===== config.mk =====
export PLATFORM = sky130hd
export DESIGN_NAME = general_purpose_down_timer
export DESIGN_NICKNAME = d
export VERILOG_FILES = /design/src/rtl/timer_pkg.sv /design/src/rtl/ms_tick_divider.sv /design/src/rtl/general_purpose_down_timer.sv
export VERILOG_INCLUDE_DIRS = /design/src /design/src/rtl
export SDC_FILE = /design/constraint.sdc
export NUM_CORES = 1
export LEC_CHECK = 0
export BUFFER_PORTS_ARGS = -buffer_cell sky130_fd_sc_hd__buf_2
export CAP_MARGIN = 30
export CORE_MARGIN = 10
export CORE_UTILIZATION = 25
export DETAILED_ROUTE_END_ITERATION = 10
export PLACE_DENSITY = 0.38
export SLEW_MARGIN = 40
export SYNTH_ARGS = -nofsm -noshare
export SYNTH_HDL_FRONTEND = slang
export SYNTH_SLANG_ARGS = --single-unit

===== constraint.sdc =====
create_clock -name clock_in -period 4.4 [get_ports clock_in]
set_input_delay 0.88 -clock clock_in [delete_from_list [all_inputs] [get_ports clock_in]]
set_output_delay 0.88 -clock clock_in [all_outputs]
set_load 0.01 [all_outputs]

===== src/rtl/timer_consts.svh =====
// Offsets, field positions, reset values and timing figures of the down timer
`ifndef TIMER_CONSTS_SVH
`define TIMER_CONSTS_SVH

// ----------------------------------------
// Register byte addresses
// ----------------------------------------
`define RELOAD_LO_ADDR 8'ha0
`define RELOAD_HI_ADDR 8'ha1
`define UFLOW_SRC_ADDR 8'ha2
`define CONTROL_ADDR 8'ha3
`define COUNT_LO_ADDR 8'ha4
`define COUNT_HI_ADDR 8'ha5

// ----------------------------------------
// Field positions
// ----------------------------------------
`define UFLOW_FLAG_BIT 0
`define CTL_ENABLE_BIT 0
`define CTL_RESET_BIT 1
`define CTL_STOP_BIT 2
`define CTL_STATUS_BIT 7

// ----------------------------------------
// Reset values
// ----------------------------------------
`define RELOAD_RESET 16'hffff
`define COUNT_RESET 16'h0000

// ----------------------------------------
// Timing
// ----------------------------------------
`define CLOCK_PERIOD_NS 8
`define TICK_PERIOD_NS 1000000
`define SETTLE_TIME_NS 200000

`endif


===== src/rtl/timer_pkg.sv =====
// Types shared by the down timer modules
package timer_pkg;
  typedef enum logic [1:0] {
    ST_HALTED,
    ST_RUNNING,
    ST_STOPPING,
    ST_RESETTING
  } timer_state_t;

  typedef logic [15:0] count_t;
endpackage


===== src/rtl/ms_tick_divider.sv =====
// Divider that turns the core clock into a one-cycle millisecond tick
module ms_tick_divider #(
  parameter int TICK_CYCLES = 125000
) (
  input wire logic clock_in,
  input wire logic rstn_in,
  input wire logic run_in,
  output logic tick_out
);
  logic [23:0] div_count;

  // Restarts whenever the timer stops, so each run begins with a full period
  always_ff @(posedge clock_in or negedge rstn_in) begin
    if (!rstn_in) begin
      div_count <= 24'h000000;
    end else if (!run_in || div_count == 24'(TICK_CYCLES - 1)) begin
      div_count <= 24'h000000;
    end else begin
      div_count <= div_count + 24'h000001;
    end
  end

  assign tick_out = run_in && (div_count == 24'(TICK_CYCLES - 1));
endmodule


===== src/rtl/general_purpose_down_timer.sv =====
// General purpose 16-bit millisecond down timer with byte register port
// How it works
// - Reload value is 16 bits in milliseconds, resets to all ones.
// - Underflow sets bit 0 of the underflow source; writing one clears it.
// - Timer interrupt stays high while the underflow flag is set.
// - In stop mode the flag sets only after the timer has fully halted.
// - Control bit 7 reads one while running, zero when halted.
// - Control bit 2 stops the timer on underflow and clears enable.
// - Control bit 1 stops the timer and reloads the counter.
// - Reset bit clears itself only after the settle time has elapsed.
// - Enable bit starts or stops counting without reloading the count.
// - Count register returns the counter; read it with the timer disabled.
`include "timer_consts.svh"

module general_purpose_down_timer
  import timer_pkg::*;
#(
  parameter int TICK_CYCLES = `TICK_PERIOD_NS / `CLOCK_PERIOD_NS,
  parameter int SETTLE_CYCLES = (`SETTLE_TIME_NS + `CLOCK_PERIOD_NS - 1) / `CLOCK_PERIOD_NS
) (
  input wire logic clock_in,
  input wire logic rstn_in,
  input wire logic [7:0] addr_in,
  input wire logic [7:0] wdata_in,
  input wire logic write_in,
  input wire logic read_in,
  output logic [7:0] rdata_out,
  output logic timer_interrupt_out
);
  // ----------------------------------------
  // Storage
  // ----------------------------------------
  timer_state_t state;
  timer_state_t next_state;
  count_t timer_reload_value;
  count_t timer_count_value;
  logic underflow_flag;
  logic enable_bit;
  logic stop_on_underflow;
  logic [23:0] settle_count;
  logic ms_tick;
  logic running;
  logic reset_bit;
  logic settle_done;
  logic underflow;
  logic reset_request;
  logic ctl_write;
  logic flag_clear;
  logic [7:0] read_value;

  function automatic logic hit(input logic [7:0] addr, input logic [7:0] target);
    hit = (addr == target);
  endfunction

  assign ctl_write = write_in && hit(addr_in, `CONTROL_ADDR);
  // A reset request during a reset in progress is simply absorbed
  assign reset_request = ctl_write && wdata_in[`CTL_RESET_BIT];
  assign flag_clear = write_in && hit(addr_in, `UFLOW_SRC_ADDR) && wdata_in[`UFLOW_FLAG_BIT];
  assign running = (state == ST_RUNNING) || (state == ST_STOPPING);
  assign reset_bit = (state == ST_RESETTING);
  assign settle_done = (settle_count == 24'(SETTLE_CYCLES - 1));
  assign underflow = (state == ST_RUNNING) && ms_tick && (timer_count_value <= 16'h0001);

  // ----------------------------------------
  // Millisecond tick
  // ----------------------------------------
  ms_tick_divider #(
    .TICK_CYCLES(TICK_CYCLES)
  ) u_tick (
    .clock_in(clock_in),
    .rstn_in(rstn_in),
    .run_in(state == ST_RUNNING),
    .tick_out(ms_tick)
  );

  // ----------------------------------------
  // Control state machine
  // ----------------------------------------
  always_comb begin
    next_state = state;
    case (state)
      ST_HALTED: begin
        if (reset_request) begin
          next_state = ST_RESETTING;
        end else if (enable_bit) begin
          next_state = ST_RUNNING;
        end
      end
      ST_RUNNING: begin
        if (reset_request) begin
          next_state = ST_RESETTING;
        end else if (underflow && stop_on_underflow) begin
          next_state = ST_STOPPING;
        end else if (!enable_bit) begin
          next_state = ST_HALTED;
        end
      end
      ST_STOPPING: begin
        if (reset_request) begin
          next_state = ST_RESETTING;
        end else if (settle_done) begin
          next_state = ST_HALTED;
        end
      end
      ST_RESETTING: begin
        if (settle_done) begin
          next_state = ST_HALTED;
        end
      end
      default: begin
        next_state = ST_HALTED;
      end
    endcase
  end

  always_ff @(posedge clock_in or negedge rstn_in) begin
    if (!rstn_in) begin
      state <= ST_HALTED;
    end else begin
      state <= next_state;
    end
  end

  // Settle time models the slow propagation of halt and reset through the timer
  always_ff @(posedge clock_in or negedge rstn_in) begin
    if (!rstn_in) begin
      settle_count <= 24'h000000;
    end else if (next_state != state || !(reset_bit || state == ST_STOPPING)) begin
      settle_count <= 24'h000000;
    end else begin
      settle_count <= settle_count + 24'h000001;
    end
  end

  // ----------------------------------------
  // Software controlled fields
  // ----------------------------------------
  always_ff @(posedge clock_in or negedge rstn_in) begin
    if (!rstn_in) begin
      timer_reload_value <= `RELOAD_RESET;
    end else if (write_in && hit(addr_in, `RELOAD_LO_ADDR)) begin
      timer_reload_value[7:0] <= wdata_in;
    end else if (write_in && hit(addr_in, `RELOAD_HI_ADDR)) begin
      timer_reload_value[15:8] <= wdata_in;
    end
  end

  always_ff @(posedge clock_in or negedge rstn_in) begin
    if (!rstn_in) begin
      enable_bit <= 1'b0;
      stop_on_underflow <= 1'b0;
    end else begin
      if (underflow && stop_on_underflow) begin
        enable_bit <= 1'b0;
      end else if (ctl_write) begin
        enable_bit <= wdata_in[`CTL_ENABLE_BIT];
      end
      if (ctl_write) begin
        stop_on_underflow <= wdata_in[`CTL_STOP_BIT];
      end
    end
  end

  // ----------------------------------------
  // Counter
  // ----------------------------------------
  always_ff @(posedge clock_in or negedge rstn_in) begin
    if (!rstn_in) begin
      timer_count_value <= `COUNT_RESET;
    end else if (reset_request || reset_bit) begin
      timer_count_value <= timer_reload_value;
    end else if (underflow) begin
      // Stop mode parks at zero; otherwise start the next period at once
      timer_count_value <= stop_on_underflow ? 16'h0000 : timer_reload_value;
    end else if (state == ST_RUNNING && ms_tick) begin
      timer_count_value <= timer_count_value - 16'h0001;
    end
  end

  // ----------------------------------------
  // Underflow flag
  // ----------------------------------------
  // A new underflow wins over a clear written in the same cycle
  always_ff @(posedge clock_in or negedge rstn_in) begin
    if (!rstn_in) begin
      underflow_flag <= 1'b0;
    end else if (underflow && !stop_on_underflow) begin
      underflow_flag <= 1'b1;
    end else if (state == ST_STOPPING && settle_done && !reset_request) begin
      underflow_flag <= 1'b1;
    end else if (flag_clear) begin
      underflow_flag <= 1'b0;
    end
  end

  always_ff @(posedge clock_in or negedge rstn_in) begin
    if (!rstn_in) begin
      timer_interrupt_out <= 1'b0;
    end else begin
      timer_interrupt_out <= underflow_flag;
    end
  end

  // ----------------------------------------
  // Read port
  // ----------------------------------------
  always_comb begin
    read_value = 8'h00;
    if (hit(addr_in, `RELOAD_LO_ADDR)) begin
      read_value = timer_reload_value[7:0];
    end else if (hit(addr_in, `RELOAD_HI_ADDR)) begin
      read_value = timer_reload_value[15:8];
    end else if (hit(addr_in, `UFLOW_SRC_ADDR)) begin
      read_value = {7'h00, underflow_flag};
    end else if (hit(addr_in, `CONTROL_ADDR)) begin
      read_value = {running, 4'h0, stop_on_underflow, reset_bit, enable_bit};
    end else if (hit(addr_in, `COUNT_LO_ADDR)) begin
      read_value = timer_count_value[7:0];
    end else if (hit(addr_in, `COUNT_HI_ADDR)) begin
      read_value = timer_count_value[15:8];
    end
  end

  // Bytes of the count are read separately; a running count may tear between them
  always_ff @(posedge clock_in or negedge rstn_in) begin
    if (!rstn_in) begin
      rdata_out <= 8'h00;
    end else if (read_in) begin
      rdata_out <= read_value;
    end
  end
endmodule


# Yosys cells after proc, flatten, opt, wreduce, memory -nomap -nowiden
# Cells that the tools add are included.
dict set report op_classes {
  addsub 3
  magnitude_cmp 1
  reduce_logical 27
  eq_ne 12
  n_bitwise 1
  mux 25
}
# cell count
set op_table {}
lappend op_table {{2-to-1 mux 16 bit} 4}
lappend op_table {{adder 24 x 1 -> 24 bit, second input constant} 2}
lappend op_table {{equality test 8 bit, second input constant} 6}
lappend op_table {{2-to-1 mux 24 bit} 2}
lappend op_table {{2-to-1 mux 8 bit} 6}
lappend op_table {{equality test 24 x 15 -> 1 bit, second input constant} 1}
lappend op_table {{equality test 24 x 17 -> 1 bit, second input constant} 1}
lappend op_table {{<= comparator 16 x 1 -> 1 bit, second input constant} 1}
lappend op_table {{subtractor 16 x 1 -> 16 bit, second input constant} 1}
lappend op_table {{2-to-1 mux 2 bit} 7}
lappend op_table {{logical AND 1 bit} 13}
lappend op_table {{case mux 2 bit (4 select lines)} 1}
lappend op_table {{nonzero test 3 bit} 2}
lappend op_table {{logical OR 1 bit} 5}
lappend op_table {{2-to-1 mux 1 bit} 5}
lappend op_table {{equality test 2 bit, second input constant} 2}
lappend op_table {{zero test 1 bit} 4}
lappend op_table {{equality test 2 x 1 -> 1 bit, second input constant} 1}
lappend op_table {{zero test 2 bit} 1}
lappend op_table {{inequality test 2 bit} 1}
lappend op_table {{AND reduction 2 bit} 1}
lappend op_table {{nonzero test 2 bit} 1}
lappend op_table {{inverter 1 bit} 1}
dict set report totals {
  output_inout_bits 9
  wordCells 80
  regBits 94
  in_bits 20
}

# Depth between registers and ports, before layout
# Gate-level depths: netlist (run 1).
dict set report logic_depth {
  word_depth 11
  depth_mapped 10
}

# Hierarchy
# A second synthesis (run 1) with hierarchy kept.
dict set report hier_totals {
  hier_cells 565
  area_unflattened_um2 5407.7
}
# mod cells_per_inst area_per_inst_um2 instances seq_area_each_um2
set modules_own_cells {}
lappend modules_own_cells {general_purpose_down_timer 429 4135.2 1 1771.7}
lappend modules_own_cells {ms_tick_divider 136 1272.5 1 600.6}

# Worst setup path before layout (run 1)
# OpenSTA, ideal clock, no wires.
dict set report synth_timing {
  path_kind {input -> register}
  start {input port addr_in[2]}
  end {register timer_count_value[11]}
  arrival_time_ns 2.535
  path_stages 9
  required_ns 4.313
  path_slack_ns 1.778
  path_cell_list {buf_2 -> nand2b_4 -> nor4_4 -> or2_0 -> buf_2 -> or2_4 -> buf_8 -> or4_1 -> o211ai_1}
}
dict set report synth_between {
  elab_chain_cells 5
}
# element line
set synth_rtl {}
lappend synth_rtl {{start: declaration} general_purpose_down_timer.sv:23} ;# input wire logic [7:0] addr_in,
lappend synth_rtl {{equality test 8 bit *} general_purpose_down_timer.sv:52} ;# hit = (addr == target);
lappend synth_rtl {{logical AND 1 bit *} general_purpose_down_timer.sv:55} ;# assign ctl_write = write_in && hit(addr_in, `CONTROL_ADDR);
lappend synth_rtl {{logical AND 1 bit *} general_purpose_down_timer.sv:57} ;# assign reset_request = ctl_write && wdata_in[`CTL_RESET_BIT];
lappend synth_rtl {{logical OR 1 bit *} general_purpose_down_timer.sv:170} ;# end else if (reset_request || reset_bit) begin
lappend synth_rtl {{nonzero test 3 bit (no line) or 2-to-1 mux 16 bit (tied branches)} -}
lappend synth_rtl {{end signal: assignment} general_purpose_down_timer.sv:169} ;# timer_count_value <= `COUNT_RESET;
lappend synth_rtl {{end signal: assignment} general_purpose_down_timer.sv:171} ;# timer_count_value <= timer_reload_value;
lappend synth_rtl {{end signal: assignment} general_purpose_down_timer.sv:174} ;# timer_count_value <= stop_on_underflow ? 16'h0000 : timer_reload_value;
lappend synth_rtl {{end: declaration} general_purpose_down_timer.sv:36} ;# count_t timer_count_value;
# Every way passes the cells marked *; elsewhere a longest branch is shown, timed or not.
# A chain may end at the register's enable or synchronous reset.

# Worst setup path after layout (run 1)
dict set report layout_timing {
  start {input port addr_in[0]}
  end {register timer_count_value[14]}
}
# The elaborated chain is that of the path after synthesis.

==> metrics.txt, run 1 <==
post-synth top area cell=dfrtp_1; Critical Path AT=about 3100 ps; Vias=roughly 4.0k; initial antenna violation count=0; antenna cells=0; initial core utilization=0.256; DRT Pass-1 Iters=5; crit path buf inv count=1; CTS tree=yes; hpwl dp=9970 um; Max Buffers Root-to-Sink=2; largest net degree at the start of global routing=40; share of the synthesized area in the top cell type=0.373; dpl cell area=~5700 um^2; yosys warns=0; row cnt=52; clock root cell=clkbuf_16; PostCTS Resize Cnt=0; wire length per cell=roughly 17 um; Clock Pin Slew Worst Setup and Hold Paths=about 80 ps; dominant synthesized flop cell=dfrtp_1; Synth Instances=about 520; GRT overflow=0; Clock Skew=~13 ps; Max-slew headroom=0.543; overall routed net length=13700 um; slowest cell on the critical path=or2_0; synth top area cells=dfrtp_1 37%, dfstp_2 8.0%, mux2_2 4.3%, nor2_1 3.7%, xor2_1 3.7%; vias in the first global route=4143; # DRC=0; Leak Pwr=between 2 and 2.5 nW; Crit Path Max Fanout=22; Final Cycle Share=0.655; Hold-fix buffers, CTS=0; max-cap viol count=0; PnR worst setup slack=approximately 1500 ps; Clock Latency Late Sink=approximately 360 ps; cell area after layout=5950 um^2; chip width=around 160 um; Peak Freq=347 MHz; area grow syn2layout=13.7%; endpoint class of the critical path=flop; Mean Syn Cell Area=~10 um^2; most common cell after layout, fill and taps aside=dfrtp_1; RSZ-0062 raised after global routing=no; share of layout cells above drive strength 1=0.203; VDD IR-drop max=approximately 0.18 mV; Slew Limit Fails=0; WP data required=4640 ps; GR Util All Layers=0.107; status=finished clean; hold_ws=between 400 and 500 ps; final setup fails=0; CP Cell Sequence=buf_2 -> nand3_1 -> nor4_4 -> or2_0 -> a21o_1 -> o21ai_0 -> a221o_1; Detailed Route Iter0 Violations=roughly 220; ys async rst share=1.00; synth unique cells=67; Startpoint Class=primary input; H-tree Lvls=3; Port Buffer Count=28; post-layout min period=2880 ps; Final Hold Fails=0; Die ar.=27100 um^2; clk sinks=94; dpl cells=about 800; delay-heaviest family, CP=simple AND/OR/NAND/NOR gates; mapped cell area=5240 um^2; first-pass GRT wire length=approximately 23000 um; routability-driven placement congestion ratio=0.781; vias per cell=between 4 and 5; most frequent cells in the layout=78 x dfrtp_1, 52 x nor2_1, 29 x nand3_1, 28 x nor3_1, 28 x nand2_1; Cell Count, Final, Fillers Out=818; #FFs+latches synth=94; Core Area=roughly 20000 um^2; Hold WC Path Type=in -> async; Slew @ Worst Pin=around 700 ps; slowest stage delay, CP=between 400 and 500 ps; final core occ=0.291; fin nets=571; Design Power=roughly 2.4 mW; Num CTS Buffers=9; pre-CTS setup slack=approximately 1200 ps; I/O pins=29; setup TNS=0 ps; power density cells=400 nW/um^2; die height=roughly 160 um; sequential element share of the synthesized area=0.453; Detail Route Antenna Nets=0; Post-Syn Nets=between 500 and 600; fill count=around 2.2k; postcts setup bufs=0; Post-synth EDFFs=0; CP Class=in -> reg
sequential cells by signal (all words and copies together) (netlist names):
signal and cells:
underflow_flag 1, timer_interrupt_out 1, stop_on_underflow 1, state 2, timer_reload_value 16, timer_count_value 16
settle_count 24, u_tick.div_count 24, enable_bit 1, rdata_out 8
cells in the mapped netlist (2+ instances only):
library cell	count
nor4b_1	5
nor2_1	52
nor4_2	4
o21ai_1	3
a211oi_1	3
nand3_1	29
o311ai_0	3
a221o_1	10
dfstp_2	16
nand2b_1	4
or3_1	5
inv_1	18
o21ai_0	19
or2_2	2
a22oi_1	7
nor3_1	30
a31oi_1	3
o2bb2ai_1	4
buf_4	3
dfrtp_1	78
nand4_1	7
clkbuf_1	6
o211ai_1	3
xor2_1	22
and3_1	8
and4_1	5
buf_2	6
ha_1	8
mux2i_1	4
nor4_1	16
a21o_1	7
xnor2_1	21
o21a_1	2
and2_1	3
a21oi_1	15
nor3_2	4
nor3b_1	2
mux2_2	20
nand2_1	28
buf_6	2
a221oi_1	5
cell type report:
| class | instances | area, um^2 | area share |
|---|---|---|---|
| flip-flops and latches | 94 | 2370 | 0.398 |
| inverters | 18 | 67.6 | 0.0113 |
| clock inverters | 7 | 66.3 | 0.0111 |
| well taps | 270 | 338 | 0.0567 |
| repair buffers | 34 | 188 | 0.0315 |
| multi-input cells | 386 | 2700 | 0.453 |
| clock buffers | 9 | 225 | 0.0378 |
per-layer routing:
metal  up-vias  global-route usage  routed length (um)
li1       1958                   -                   -
met1      1975               0.156                7260
met2        66               0.153                5740
met3        12              0.0187                 486
met4         0              0.0390                 190
met5         -                   0                   0
path summary, 6_finish.rpt:
check	cells past startpoint	startpoint	slack [ps]	end
min in group clock_in	0	underflow_flag	430	timer_interrupt_out
hold reg to reg	0	underflow_flag	430	timer_interrupt_out
setup / recovery	7	addr_in[0]	1520	timer_count_value[14]
setup reg to reg	7	settle_count[9]	1650	settle_count[3]
max in group asynchronous	2	rstn_in	3120	u_tick.div_count[1]
hold / removal	1	rstn_in	420	rdata_out[5]
power breakdown:
part	switching, mW	internal [mW]	leakage (nW)	total, mW
Combinational	0.349	0.194	1.00	0.544
Clock	0.393	0.402	0.146	0.796
Sequential	0.101	0.940	1.22	1.04
Total	0.844	1.54	2.37	2.38
kinds of logic (layout without fill, tap and decap cells):
kind of cell	Yosys count	count (layout)	synth area share
simple gates	217	217	0.235
xor+xnor	43	43	0.0719
fa+ha+maj	8	8	0.0191
buf+inv	38	68	0.0361
mux	24	24	0.0507
flops	94	94	0.453
compound gates	94	94	0.134
No activity file was read; power rests on OpenSTA's default activity.
==> inputs of run 2 (changes only) <==
==> constraint.sdc (replaced) <==
create_clock -name clock_in -period 2.8 [get_ports clock_in]
set_input_delay 0.56 -clock clock_in [delete_from_list [all_inputs] [get_ports clock_in]]
set_output_delay 0.56 -clock clock_in [all_outputs]
set_load 0.01 [all_outputs]
==> metrics.txt, run 2 (synthesis results as in run 1) <==
Design Power=3.88 mW (+63%); setup TNS=0 ps (unchanged); PostCTS Resize Cnt=0 (unchanged); Detail Route Antenna Nets=0 (unchanged); endpoint class of the critical path=flop; routability-driven placement congestion ratio=0.798 (+2.1%); Die ar.=27100 um^2 (unchanged); dpl cell area=5810 um^2 (+2.8%); PnR worst setup slack=239 ps (-1280 ps); CTS tree=yes; VDD IR-drop max=0.238 mV (+30%); largest net degree at the start of global routing=49 (+23%); Clock Skew=12.3 ps (-0.585 ps); Peak Freq=390 MHz; Crit Path Max Fanout=14 (-36%); largest registers=settle_count: 24 flops, u_tick.div_count: 24 flops; Max-slew headroom=0.523 (-0.0195); clk sinks=94 (unchanged); GRT overflow=0 (unchanged); Detailed Route Iter0 Violations=239 (+9.1%); RSZ-0062 raised after global routing=no; Hold-fix buffers, CTS=0 (unchanged); vias in the first global route=4089 (-1.3%); CP Class=reg -> reg; H-tree Lvls=3 (unchanged); hold_ws=146 ps (-274 ps); power density cells=634 nW/um^2 (+58%); fin nets=588 (+3.0%); Cell Count, Final, Fillers Out=835 (+2.1%); Leak Pwr=2.47 nW (+4.2%); initial antenna violation count=0 (unchanged); max-cap viol count=0 (unchanged); most common cell after layout, fill and taps aside=dfrtp_1; wire length per cell=16.8 um (+0.64%); Slew @ Worst Pin=709 ps (+28.9 ps); clock root cell=clkbuf_16; WP data required=3030 ps (-1610 ps); Reg area=2370 um^2 (unchanged); Num CTS Buffers=9 (unchanged); # DRC=0 (unchanged); Final Hold Fails=0 (unchanged); postcts setup bufs=0 (unchanged); status=finished clean; area grow syn2layout=16.9%; met1 WL=7280 um (+0.33%); row cnt=52 (unchanged); most frequent cells in the layout=78 x dfrtp_1, 52 x nor2_1, 29 x nand3_1, 29 x nor3_1, 28 x nand2_1; Max Buffers Root-to-Sink=2 (unchanged); share of layout cells above drive strength 1=0.219 (+0.0169); Clock Latency Late Sink=350 ps (about the same); pre-CTS setup slack=147 ps (-1020 ps); dpl cells=819 (+2.1%); FF-to-FF path depth=6 (-1); DRT Pass-1 Iters=7 (+2); overall routed net length=14100 um (+2.7%); wire length on met2=5990 um (+4.2%); final core occ=0.300 (+0.00821); I/O pins=29 (unchanged); area occupied by multi-input gates=2680 um^2 (-0.65%); max layer used=met4; GR Util All Layers=0.108 (+0.000734); Startpoint Class=flop; post-layout min period=roughly 2600 ps; initial core utilization=0.256 (unchanged); vias per cell=4.95 (+0.87%); fill count=2192 (+0.83%); hpwl dp=10200 um (+1.9%); Core Area=20400 um^2 (unchanged); WL met3=601 um (+24%); first-pass GRT wire length=23400 um (+1.2%); Slew Limit Fails=0 (unchanged); antenna cells=0 (unchanged); chip width=165 um (unchanged); cell area after layout=6120 um^2 (+2.8%); die height=165 um (unchanged); Clock Pin Slew Worst Setup and Hold Paths=80 ps (about the same); Vias=4130 (+3.0%); final setup fails=0 (unchanged); Critical Path AT=2790 ps (-330 ps); Port Buffer Count=28 (unchanged); Final Cycle Share=0.915; Hold WC Path Type=in -> async
## run 2: worst max-delay path, cell delays in order, from the launching register on
cell	delay [ps]
dfrtp_1	420
nor4_1	550
nand3_1	170
nor2_1	370
a21o_1	460
o21ai_0	160
a221o_1	320
## run 2: final timing paths
check,to,startpoint,slack [ps]
max reg2reg,timer_count_value[5],u_tick.div_count[17],240
min,rdata_out[5],rstn_in,150
max,timer_count_value[5],u_tick.div_count[17],240
max in group asynchronous,timer_reload_value[0],rstn_in,1980
min reg2reg,timer_interrupt_out,underflow_flag,420
min in group clock_in,timer_interrupt_out,underflow_flag,420
## run 2: final cells by class
| type | instances | share of cell area |
|---|---|---|
| Multi-Input combinational cell | 386 | 0.438 |
| Inverter | 18 | 0.0110 |
| Clock inverter | 4 | 0.00899 |
| Tap cell | 270 | 0.0552 |
| Sequential cell | 94 | 0.388 |
| Timing Repair Buffer | 51 | 0.0576 |
| Clock buffer | 12 | 0.0419 |
## run 2: power by group
group	internal (mW)	total, mW	leakage (nW)	switching [mW]
logic	0.364	0.954	1.10	0.590
registers	1.48	1.62	1.22	0.141
clock network	0.746	1.31	0.149	0.560
total	2.59	3.88	2.47	1.29
## run 2: layer usage
| layer | global-route usage | vias to the layer above |
|---|---|---|
| met2 | 0.156 | 80 |
| met1 | 0.156 | 2048 |
| met3 | 0.0214 | 11 |
| met4 | 0.0350 | 0 |
| li1 | - | 1991 |
| met5 | 0 | - |
